$ cat config.mk
export PLATFORM = sky130hd
export DESIGN_NAME = oscillator_clock_selection
export DESIGN_NICKNAME = d
export VERILOG_FILES = /design/src/hdl/clock_divider.v /design/src/hdl/oscillator_clock_selection.v
export VERILOG_INCLUDE_DIRS = /design/src /design/src/hdl
export SDC_FILE = /design/constraint.sdc
export NUM_CORES = 1
export LEC_CHECK = 0
export BUFFER_PORTS_ARGS = -buffer_cell sky130_fd_sc_hd__buf_4
export CAP_MARGIN = 20
export CORE_MARGIN = 2
export CORE_UTILIZATION = 45
export CTS_CLUSTER_SIZE = 24
export DETAILED_ROUTE_END_ITERATION = 7
export PLACE_DENSITY = 0.79
export SYNTH_ARGS = -nofsm -noshare
export SYNTH_HDL_FRONTEND = slang
export SYNTH_SLANG_ARGS = --single-unit
$ cat constraint.sdc
create_clock -name pclk -period 2.4 [get_ports pclk]
set_input_delay 0.12 -clock pclk [delete_from_list [all_inputs] [get_ports pclk]]
set_output_delay 0.12 -clock pclk [all_outputs]
set_load 0.01 [all_outputs]
$ cat src/hdl/clock_select_defines.vh
// What this block does
// [RULE_01] Processor source bit: 0 internal oscillator, 1 external input.
// [RULE_02] Selected processor source divided by two to the power 0-5 or 7.
// [RULE_03] USB source bit: 0 internal oscillator, 1 external clock.
// [RULE_04] USB divide-disable clear halves; internal source always halved.
// [RULE_05] Software sets undivided USB only with a 12 MHz external clock.
// [RULE_06] Traffic trimming only when internal oscillator sources USB clock.
// [RULE_07] Interval timer clock from four sources, prescaled by 1, 2, 3 or 4.
// [RULE_08] Capture timer clock from external, internal 24 MHz or 32 kHz.
// [RULE_09] Output pin: filtered input, 24 MHz, 32 kHz or processor clock.
// [RULE_10] 32 kHz clock runs wakeup and power sequencing with main clock off.
// [RULE_11] Software reads interval counter twice until two reads agree.
// [RULE_12] Fine offset bits add 7.5, 15 and 30 kHz; factory leaves zero.
// [RULE_13] Five gain bits scale offset step; lower gain gives larger steps.
// [RULE_14] Calibration fields undefined at reset; boot loads factory values.
// [RULE_15] Low-power trim bit 7: 0 normal mode, 1 low-power mode.
// [RULE_16] Software changes low-power bit by read-modify-write, keeping trims.
// [RULE_17] Bias code 00 mid, 01 high; software never writes reserved 10.
// [RULE_18] Four-bit frequency trim adjusts the 32 kHz oscillator.
// [RULE_19] Divider codes 000-110 give 8,4,2,1,16,32,128; 111 reserved.
// [RULE_20] Reserved bits read zero; writes to them have no effect.
`ifndef CLOCK_SELECT_DEFINES_VH
`define CLOCK_SELECT_DEFINES_VH
// Offsets are word indices; the bus byte address is four times the index
`define IDX_CPU_USB_CLOCK_CONFIG 10'h030
`define IDX_MAIN_OSCILLATOR_TRIM 10'h034
`define IDX_SLOW_OSCILLATOR_TRIM 10'h036
`define IDX_CLOCK_ROUTING 10'h038
`define IDX_CLOCK_STATUS 10'h03C
`define ADDR_CPU_USB_CLOCK_CONFIG {`IDX_CPU_USB_CLOCK_CONFIG, 2'h0}
`define ADDR_MAIN_OSCILLATOR_TRIM {`IDX_MAIN_OSCILLATOR_TRIM, 2'h0}
`define ADDR_SLOW_OSCILLATOR_TRIM {`IDX_SLOW_OSCILLATOR_TRIM, 2'h0}
`define ADDR_CLOCK_ROUTING {`IDX_CLOCK_ROUTING, 2'h0}
`define ADDR_CLOCK_STATUS {`IDX_CLOCK_STATUS, 2'h0}
`define CFG_CPU_SRC_BIT 0
`define CFG_USB_SRC_BIT 5
`define CFG_USB_NODIV_BIT 6
`define CFG_WRITE_MASK 8'h61
`define CFG_RESET 8'h00
`define MAIN_TRIM_WRITE_MASK 8'hFF
`define MAIN_TRIM_RESET 8'h00
`define SLOW_TRIM_WRITE_MASK 8'hBF
`define SLOW_TRIM_RESET 8'h00
`define SLOW_LP_BIT 7
`define ROUTE_WRITE_MASK 32'h0003FFF7
`define ROUTE_RESET 32'h00000000
`define DIV_CODE_RESERVED 3'h7
`define SRC_INTERNAL 2'h0
`define SRC_EXTERNAL 2'h1
`define SRC_SLOW 2'h2
`define SRC_CAPTURE 2'h3
`endif

$ cat src/hdl/clock_divider.v
`timescale 1ns/1ps
`default_nettype none
// -----------------------------
// Divide an enable strobe by N
// -----------------------------
module clock_divider #(
  parameter WIDTH = 8
) (
  input wire pclk,
  input wire presetn,
  input wire tick_in,
  input wire [WIDTH-1:0] ratio,
  output reg tick_out
);
  reg [WIDTH-1:0] count;
  always @(posedge pclk or negedge presetn) begin
    if (!presetn) begin
      count <= {WIDTH{1'b0}};
      tick_out <= 1'b0;
    end else begin
      tick_out <= 1'b0;
      if (tick_in) begin
        if (count + {{(WIDTH-1){1'b0}}, 1'b1} >= ratio) begin
          count <= {WIDTH{1'b0}};
          tick_out <= 1'b1;
        end else begin
          count <= count + {{(WIDTH-1){1'b0}}, 1'b1};
        end
      end
    end
  end
endmodule // clock_divider
`default_nettype wire

$ cat src/hdl/oscillator_clock_selection.v
`timescale 1ns/1ps
`default_nettype none
`include "clock_select_defines.vh"
// -----------------------------
// Clock selection and trim
// -----------------------------
// Clocks are modelled as one-cycle enable ticks on pclk; a real clock tree
// would use glitch-free muxes, which are beyond a register model.
module oscillator_clock_selection (
  input wire pclk,
  input wire presetn,
  input wire psel,
  input wire penable,
  input wire pwrite,
  input wire [11:0] paddr,
  input wire [31:0] pwdata,
  output reg [31:0] prdata,
  output reg pready,
  output reg pslverr,
  input wire internal_tick,
  input wire external_tick,
  input wire slow_tick,
  input wire usb_traffic,
  input wire main_clock_stopped,
  output reg processor_clock,
  output reg usb_engine_clock,
  output reg interval_timer_clock,
  output reg capture_timer_clock,
  output reg clock_output_pin,
  output reg traffic_trim_enable,
  output reg sequencing_clock,
  output reg [7:0] main_trim,
  output reg [7:0] slow_trim
);
  // -----------------------------
  // Registers
  // -----------------------------
  reg [7:0] cpu_usb_clock_config;
  reg [31:0] clock_routing;
  reg transient_filter_q;
  wire [2:0] cpu_div_code = clock_routing[2:0];
  wire [1:0] interval_sel = clock_routing[5:4];
  wire [1:0] interval_div = clock_routing[7:6];
  wire [1:0] capture_sel = clock_routing[9:8];
  wire [1:0] out_sel = clock_routing[11:10];
  wire filter_enable = clock_routing[12];
  wire [31:0] route_mask = `ROUTE_WRITE_MASK;

  function [7:0] cpu_ratio;
    input [2:0] code;
    begin
      case (code) // [RULE_19]
        3'h0: cpu_ratio = 8'h08;
        3'h1: cpu_ratio = 8'h04;
        3'h2: cpu_ratio = 8'h02;
        3'h3: cpu_ratio = 8'h01;
        3'h4: cpu_ratio = 8'h10;
        3'h5: cpu_ratio = 8'h20;
        3'h6: cpu_ratio = 8'h80; // [RULE_02]
        default: cpu_ratio = 8'h08;
      endcase
    end
  endfunction

  function pick;
    input [1:0] sel;
    input a;
    input b;
    input c;
    input d;
    begin
      case (sel)
        2'h0: pick = a;
        2'h1: pick = b;
        2'h2: pick = c;
        default: pick = d;
      endcase
    end
  endfunction

  // -----------------------------
  // APB slave, zero wait states
  // -----------------------------
  wire access = psel && penable;
  wire wr = access && pwrite;
  wire mapped = (paddr == `ADDR_CPU_USB_CLOCK_CONFIG) ||
                (paddr == `ADDR_MAIN_OSCILLATOR_TRIM) ||
                (paddr == `ADDR_SLOW_OSCILLATOR_TRIM) ||
                (paddr == `ADDR_CLOCK_ROUTING) ||
                (paddr == `ADDR_CLOCK_STATUS);
  reg [31:0] next_prdata;
  always @* begin
    next_prdata = 32'h00000000;
    case (paddr)
      `ADDR_CPU_USB_CLOCK_CONFIG:
        next_prdata = {24'h000000, cpu_usb_clock_config};
      `ADDR_MAIN_OSCILLATOR_TRIM:
        next_prdata = {24'h000000, main_trim};
      `ADDR_SLOW_OSCILLATOR_TRIM:
        next_prdata = {24'h000000, slow_trim};
      `ADDR_CLOCK_ROUTING: next_prdata = clock_routing;
      `ADDR_CLOCK_STATUS: next_prdata = {27'h0000000, sequencing_clock,
        traffic_trim_enable, capture_timer_clock, interval_timer_clock,
        processor_clock};
      default: next_prdata = 32'h00000000;
    endcase
  end

  always @(posedge pclk or negedge presetn) begin
    if (!presetn) begin
      prdata <= 32'h00000000;
      pready <= 1'b0;
      pslverr <= 1'b0;
      cpu_usb_clock_config <= `CFG_RESET;
      main_trim <= `MAIN_TRIM_RESET; // [RULE_14]
      slow_trim <= `SLOW_TRIM_RESET;
      clock_routing <= `ROUTE_RESET;
    end else begin
      pready <= psel && !penable;
      pslverr <= psel && !penable && !mapped;
      if (psel && !penable && !pwrite)
        prdata <= next_prdata;
      if (wr && pready && mapped) begin
        if (paddr == `ADDR_CPU_USB_CLOCK_CONFIG)
          cpu_usb_clock_config <= pwdata[7:0] & `CFG_WRITE_MASK; // [RULE_20]
        if (paddr == `ADDR_MAIN_OSCILLATOR_TRIM) // [RULE_13]
          main_trim <= pwdata[7:0] & `MAIN_TRIM_WRITE_MASK; // [RULE_12]
        if (paddr == `ADDR_SLOW_OSCILLATOR_TRIM) // [RULE_18]
          slow_trim <= pwdata[7:0] & `SLOW_TRIM_WRITE_MASK; // [RULE_15]
        if (paddr == `ADDR_CLOCK_ROUTING) begin
          clock_routing[31:3] <= pwdata[31:3] & route_mask[31:3];
          if (pwdata[2:0] != `DIV_CODE_RESERVED)
            clock_routing[2:0] <= pwdata[2:0]; // [RULE_19]
        end
      end
    end
  end

  // -----------------------------
  // Source selection
  // -----------------------------
  wire cpu_src = cpu_usb_clock_config[`CFG_CPU_SRC_BIT] ?
    external_tick : internal_tick; // [RULE_01]
  wire usb_ext = cpu_usb_clock_config[`CFG_USB_SRC_BIT]; // [RULE_03]
  wire usb_src = usb_ext ? external_tick : internal_tick;
  // Internal path always halved; external halved unless disabled
  wire [1:0] usb_ratio = (usb_ext && cpu_usb_clock_config[`CFG_USB_NODIV_BIT])
    ? 2'h1 : 2'h2; // [RULE_04]
  wire capture_src = pick(capture_sel, internal_tick, external_tick,
    slow_tick, 1'b0); // [RULE_08]
  wire interval_src = pick(interval_sel, internal_tick, external_tick,
    slow_tick, capture_timer_clock); // [RULE_07]
  wire cpu_tick;
  wire usb_tick;
  wire interval_tick;

  clock_divider #(.WIDTH(8)) cpu_div (
    .pclk(pclk),
    .presetn(presetn),
    .tick_in(cpu_src),
    .ratio(cpu_ratio(cpu_div_code)),
    .tick_out(cpu_tick)
  );
  clock_divider #(.WIDTH(2)) usb_div (
    .pclk(pclk),
    .presetn(presetn),
    .tick_in(usb_src),
    .ratio(usb_ratio),
    .tick_out(usb_tick)
  );
  clock_divider #(.WIDTH(3)) interval_div_i (
    .pclk(pclk),
    .presetn(presetn),
    .tick_in(interval_src),
    .ratio({1'b0, interval_div} + 3'h1), // [RULE_07]
    .tick_out(interval_tick)
  );

  // -----------------------------
  // Outputs
  // -----------------------------
  always @(posedge pclk or negedge presetn) begin
    if (!presetn) begin
      processor_clock <= 1'b0;
      usb_engine_clock <= 1'b0;
      interval_timer_clock <= 1'b0;
      capture_timer_clock <= 1'b0;
      clock_output_pin <= 1'b0;
      traffic_trim_enable <= 1'b0;
      sequencing_clock <= 1'b0;
      transient_filter_q <= 1'b0;
    end else begin
      processor_clock <= cpu_tick;
      usb_engine_clock <= usb_tick;
      interval_timer_clock <= interval_tick;
      capture_timer_clock <= capture_src;
      // Filter drops one-cycle glitches at the cost of one cycle of lag
      transient_filter_q <= external_tick;
      clock_output_pin <= pick(out_sel,
        filter_enable ? (transient_filter_q & external_tick) : external_tick,
        internal_tick, slow_tick, cpu_tick); // [RULE_09]
      traffic_trim_enable <= !usb_ext && usb_traffic; // [RULE_06]
      sequencing_clock <= main_clock_stopped & slow_tick; // [RULE_10]
    end
  end
endmodule // oscillator_clock_selection
`default_nettype wire

======== After elaboration in Yosys (flattened, before gate mapping) ========
Index checks and enable logic that the tools add are counted.
word-level totals
  output and inout port bits .............. 57
  bits of input ports ..................... 54
  register bits after elaboration ......... 93
  logic and storage cells ................. 92
cells by class
  order comparisons ....................... 3
  add/subtract/negate cells ............... 4
  eq/ne operators ......................... 18
  reductions and logical operators ........ 25
  multiplexer cells ....................... 18
  bitwise gates (word level) .............. 2
operator list
  operator               number
  $pmux W18 S5           1
  $eq A12 B8 Y1 const B  5
  $pmux W8 S6            1
  $eq A3 B3 Y1 const B   3
  $logic_and A1 B1 Y1    9
  $mux W1                9
  $pmux W1 S3            3
  $add A8 B1 Y8 const B  1
  $ge A8 B8 Y1           1
  $mux W8                1
  $reduce_and A2 Y1      4
  $eq A2 B1 Y1 const B   3
  $eq A2 B2 Y1 const B   3
  $eq A3 B2 Y1 const B   2
  $logic_not A2 Y1       3
  $logic_not A1 Y1       4
  $logic_or A1 B1 Y1     4
  $mux W2                2
  $add A2 B1 Y3 const B  1
  $add A3 B1 Y3 const B  1
  $eq A3 B1 Y1 const B   1
  $ge A3 B3 Y1           1
  $mux W3                1
  $ne A3 B3 Y1 const B   1
  other kinds (4)        5

======== Depth between registers and ports, before layout ========
  word-level depth ........................ 7
  mapped depth ............................ 10
  gate-level depth less buffers ........... 10

======== Cells and area by module ========
Synthesis repeated with hierarchy kept, for this count alone.
second synthesis, totals
  cell total of the unflattened synthesis .. 345
  area, all modules ....................... 4093.9 µm²
by module, submodules not included
  module                          area each (µm²)  cells an instance  instances  seq. area each (µm²)
  oscillator_clock_selection      2940.3           235                1          1576.5
  clock_divider (cpu_div)         695.7            67                 1          225.2
  clock_divider (interval_div_i)  264.0            26                 1          100.1
  clock_divider (usb_div)         193.9            17                 1          75.1

======== Worst setup path before layout ========
Ideal clock, no wire load.
  kind .................................... register to register
  start ................................... register clock_routing[2]
  end ..................................... register cpu_div.count[2]
  cell stages (with the launch flop) ...... 9
  required time ........................... 2.296 ns
  setup slack ............................. 0.151 ns
  data arrival time ....................... 2.145 ns
  buffers on the path ..................... 1
  cell sequence ........................... dfrtp_1 > clkbuf_1 > or3b_2 > ha_1 > a21oi_1 > nand3b_1 > o311ai_2 > o21ai_1 > o311ai_1
between the ends
  word-level cells in the longest chain between the ends .. 4
ends and longest elaborated chain
  what                                  line                              RTL
  start, declared                       oscillator_clock_selection.v:39   reg [31:0] clock_routing;
  start signal, assigned                oscillator_clock_selection.v:117  clock_routing <= `ROUTE_RESET;
  start signal, assigned                oscillator_clock_selection.v:133  clock_routing[2:0] <= pwdata[2:0];
  $eq A3 B3 Y1 (tied with other cells)  oscillator_clock_selection.v:52   case (code)
  $pmux W8 S6 *                         oscillator_clock_selection.v:52
  $ge A8 B8 Y1 *                        clock_divider.v:23                if (count + {{(WIDTH-1){1'b0}}, 1'b1} >= ratio) begin
  $mux W8 *                             clock_divider.v:23
  end signal, assigned                  clock_divider.v:18                count <= {WIDTH{1'b0}};
  end signal, assigned                  clock_divider.v:24                count <= {WIDTH{1'b0}};
  end signal, assigned                  clock_divider.v:27                count <= count + {{(WIDTH-1){1'b0}}, 1'b1};
  end, declared                         clock_divider.v:15                reg [WIDTH-1:0] count;
Mark *: on every way between the ends. The rest lies on a longest branch, timed or not.
A chain may end at the register's enable or synchronous reset.

======== Final worst setup path ========
  start ................................... register cpu_div.count[1]
  end ..................................... register cpu_div.count[2]
between the ends
  word-level cells in the longest chain between the ends .. 3
ends and longest elaborated chain
  what             line
  $add A8 B1 Y8 *  clock_divider.v:23, clock_divider.v:27
  $ge A8 B8 Y1     clock_divider.v:23
  $mux W8 *        clock_divider.v:23
Marks and branches as above.

==> results.py <==
metrics = {
    "power": {
        "powerDensity_nw_per_um2": 639,
        "p_total_w": 0.00338,
        "switchingPower_w": 0.00105,
        "ir_drop_mv": 0.673,
        "p_sw_share_pct": 31.2,
        "comb_power_share_pct": 24.5,
        "cellInternalPower_w": 0.00232,
        "p_leak_nw": 2.63,
        "power_frac_seq_pct": 45.0,
        "p_clk_share_pct": 30.5,
    },
    "global_routing": {
        "grt_overflow": 0,
        "grt_usage_pct": 19.6,
        "antenna_found_initial": 0,
        "grt_pass1_vias": 3057,
        "grt_pass1_wl_mm": 15.1,
        "grt_start_max_net_pins": 80,
    },
    "setup_path": {
        "cpMostUsedCell": "buf_4",
        "required_ns": 2.63,
        "crit_chain": "ha_2 -> buf_4 -> buf_4 -> xor2_1 -> ha_1 -> o21ai_0 -> a211o_1 -> buf_4 -> o211ai_1 -> o311ai_1",
        "worstSetupEndpointType": "flop",
        "critPathKind": "reg -> reg",
        "start_kind": "flop",
        "cp_max_fo": 4,
        "max_stage_delay_ns": 0.44,
        "critPathArrivalTime_ns": 2.65,
        "crit_slowest_cell": "dfrtp_1",
    },
    "yosys": {
        "ys.flop_type": "dfrtp_1",
        "synth_top_area_cell": "dfrtp_1",
        "netlist_instances": 352,
        "yosys-top-cells-area": "dfrtp_1 49%, mux2_2 6.2%, ha_1 4.7%, nand2_1 3.3%, mux2i_1 3.0%",
        "synth-edff-count": 0,
        "ys_warn_count": 0,
        "ys_types": 56,
        "synth_top_area_share_pct": 49.3,
        "synthArstFlopShare_pct": 100,
        "synthesis.area_um2": 4010,
        "ys_ff_latch": 79,
        "avgSynthCellArea_um2": 11.4,
        "yosysSeqAreaShare_pct": 49.3,
    },
    "final_layout": {
        "layout-drive-gt1-share_pct": 37.2,
        "final_common_cell": "buf_4",
        "n_antenna_cell": 0,
        "final_util_pct": 60.9,
        "area_delta_synth_final_pct": 31.7,
        "n_fill_cell": 687,
        "register_area_um2": 1980,
        "layout_common_cells": "103 x buf_4, 76 x dfrtp_1, 34 x nand2_1",
        "num-nets-final": 540,
        "multi_input_area_um2": 1950,
    },
    "route": {
        "drt-pass1-iter-count": 4,
        "first_iter_violations": 156,
        "via_per_inst": 5.38,
        "drt-wirelength-per-cell_um": 16.8,
        "vias": 3141,
        "ant_nets": 0,
        "drc": 0,
        "drt-total-wl_mm": 9.83,
    },
    "cts": {
        "cts.sinks": 79,
        "cts_buffers": 9,
        "clockBufferDepth": 2,
        "cts_tree": "built",
        "clk_latency_ns": 0.36,
        "cts_root_buffer": "clkbuf_8",
        "htreeDepth": 3,
        "path_clk_slew_ns": 0.09,
    },
    "floorplanning": {
        "rows": 34,
        "start_util_pct": 46.2,
        "die_w_um": 98.4,
        "chipHeight_um": 98.4,
        "ioPinCount": 111,
        "fp.coreArea_um2": 8680,
        "dieArea_um2": 9690,
    },
    "sta": {
        "worst_pin_slew_ns": 0.882,
        "skew_ns": 0.0101,
        "worst_slack_ns": -0.0188,
        "slew_violations": 0,
        "rsz0062_at_grt": "true",
        "fmax_mhz": 413,
        "hold_slack_ns": 0.0127,
        "setup_viol": 2,
        "hold_viol": 0,
        "min_period_over_period_pct": 101,
        "slew_headroom_pct": 41.2,
        "min_period_ns": 2.42,
    },
    "hold_path": {
        "min_path_type": "in -> reg",
    },
    "placed_design": {
        "port_buffers": 81,
        "hpwl_mm": 6.63,
        "place_ws_ns": -0.0647,
        "place_congestion": 0.803,
    },
    "run_status": {
        "violations": "setup timing",
        "outcome": "complete, but fails checks",
    },
    "flow_run": {
        "maxCapViolations": 0,
    },
}
-- worst paths after layout --
path	startpoint	endpoint	slack [ns]	cells after the start
max	cpu_div.count[1]	cpu_div.count[2]	-0.02	10
max in group asynchronous	presetn	clock_routing[1]	1.72	3
max reg2reg	cpu_div.count[1]	cpu_div.count[2]	-0.02	10
min	pwdata[6]	cpu_usb_clock_config[6]	0.01	2
min reg2reg	usb_div.tick_out	usb_engine_clock	0.35	0
min in group asynchronous	presetn	clock_routing[11]	0.09	2
-- metrics by stage --
step / TNS [ns] / instances / area, um^2
after floorplan: 0 / 366 / 4070
after global placement: 0 / 539 / 4720
after detailed placement: -0.0647 / 539 / 4720
after CTS: 0 / 571 / 5100
after global routing: -0.321 / 584 / 5290
final: -0.0368 / 584 / 5290
-- cells in the mapped netlist (3+ instances only) --
cell type / number
dfrtp_1: 79
nand2_1: 35
mux2_2: 22
o21ai_0: 21
buf_4: 15
ha_1: 15
inv_1: 12
mux2i_1: 12
a21oi_1: 10
a22o_1: 10
nor2_1: 9
mux2_4: 8
clkbuf_1: 7
nand2b_1: 6
nor2b_1: 6
xor2_1: 6
buf_2: 5
nand3_1: 5
nand3b_1: 5
a22oi_1: 4
and2_1: 4
o211ai_1: 4
and3_1: 3
mux2_1: 3
o22a_1: 3
or3b_2: 3
-- metal layers --
layer	vias up	routed length (um)	part of all wire [%]	global-route usage, %
met3	14	573	5.8	6.10
met5	-	0	0	0
met2	93	5060	51	32.5
li1	1464	-	-	-
met4	0	115	1.2	4.64
met1	1570	4080	41	25.5
-- power by group through the flow --
stage | logic, W | clock network (W) | registers (W)
floorplan | 0.000373 | 0 | 0.00154
finish | 0.000828 | 0.00103 | 0.00152
CTS | 0.000718 | 0.00105 | 0.00151
global placement | 0.000630 | 0 | 0.00153
detailed placement | 0.000680 | 0 | 0.00153
global route | 0.000912 | 0.00111 | 0.00153
-- timing repair --
action | 4_1_cts | 5_1_grt
hold buffers | 16 | 1
endpoints found under the hold margin | 95 | 3
resized for setup | 3 | 17
pin swaps | 0 | 11
endpoints found under the setup margin | 2 | 8
buffers inserted | 0 | 11
-- state kept, by name (all words and copies together), names as in the netlist, 2 cells and up --
| register | flops |
|---|---|
| cpu_usb_clock_config | 3 |
| clock_routing | 17 |
| interval_div_i.count | 3 |
| prdata | 18 |
| cpu_div.count | 8 |
| slow_trim | 7 |
| main_trim | 8 |
| usb_div.count | 2 |
-- area by class of cell --
type | count | area share [%]
Timing Repair Buffer | 122 | 18.5
Tap cell | 108 | 2.56
Clock inverter | 7 | 1.47
Sequential cell | 79 | 37.5
Clock buffer | 9 | 2.34
Inverter | 12 | 0.852
Multi-Input combinational cell | 247 | 36.9
-- kinds of logic (layout without fill, tap and decap cells) --
logic type	after synthesis	after routing	synth area share, %
simple gates	92	92	12.8
flops	79	79	49.3
compound gates	70	70	11.8
mux	47	47	14.1
buf+inv	40	150	5.49
fa+ha+maj	15	15	4.68
xor+xnor	8	8	1.75
other cells	1	15	0.0935
-- worst max-delay path: cells and delay by family (launching register included) --
| family | cells | cell delay, ns |
|---|---|---|
| xor gates and xnor gates | 1 | 0.14 |
| DFF | 1 | 0.44 |
| adders and majority gates | 2 | 0.50 |
| AOI/OAI and AO/OA | 4 | 0.78 |
| buffers and inverters | 3 | 0.44 |
Note: power is estimated with default switching activity, not from simulation.
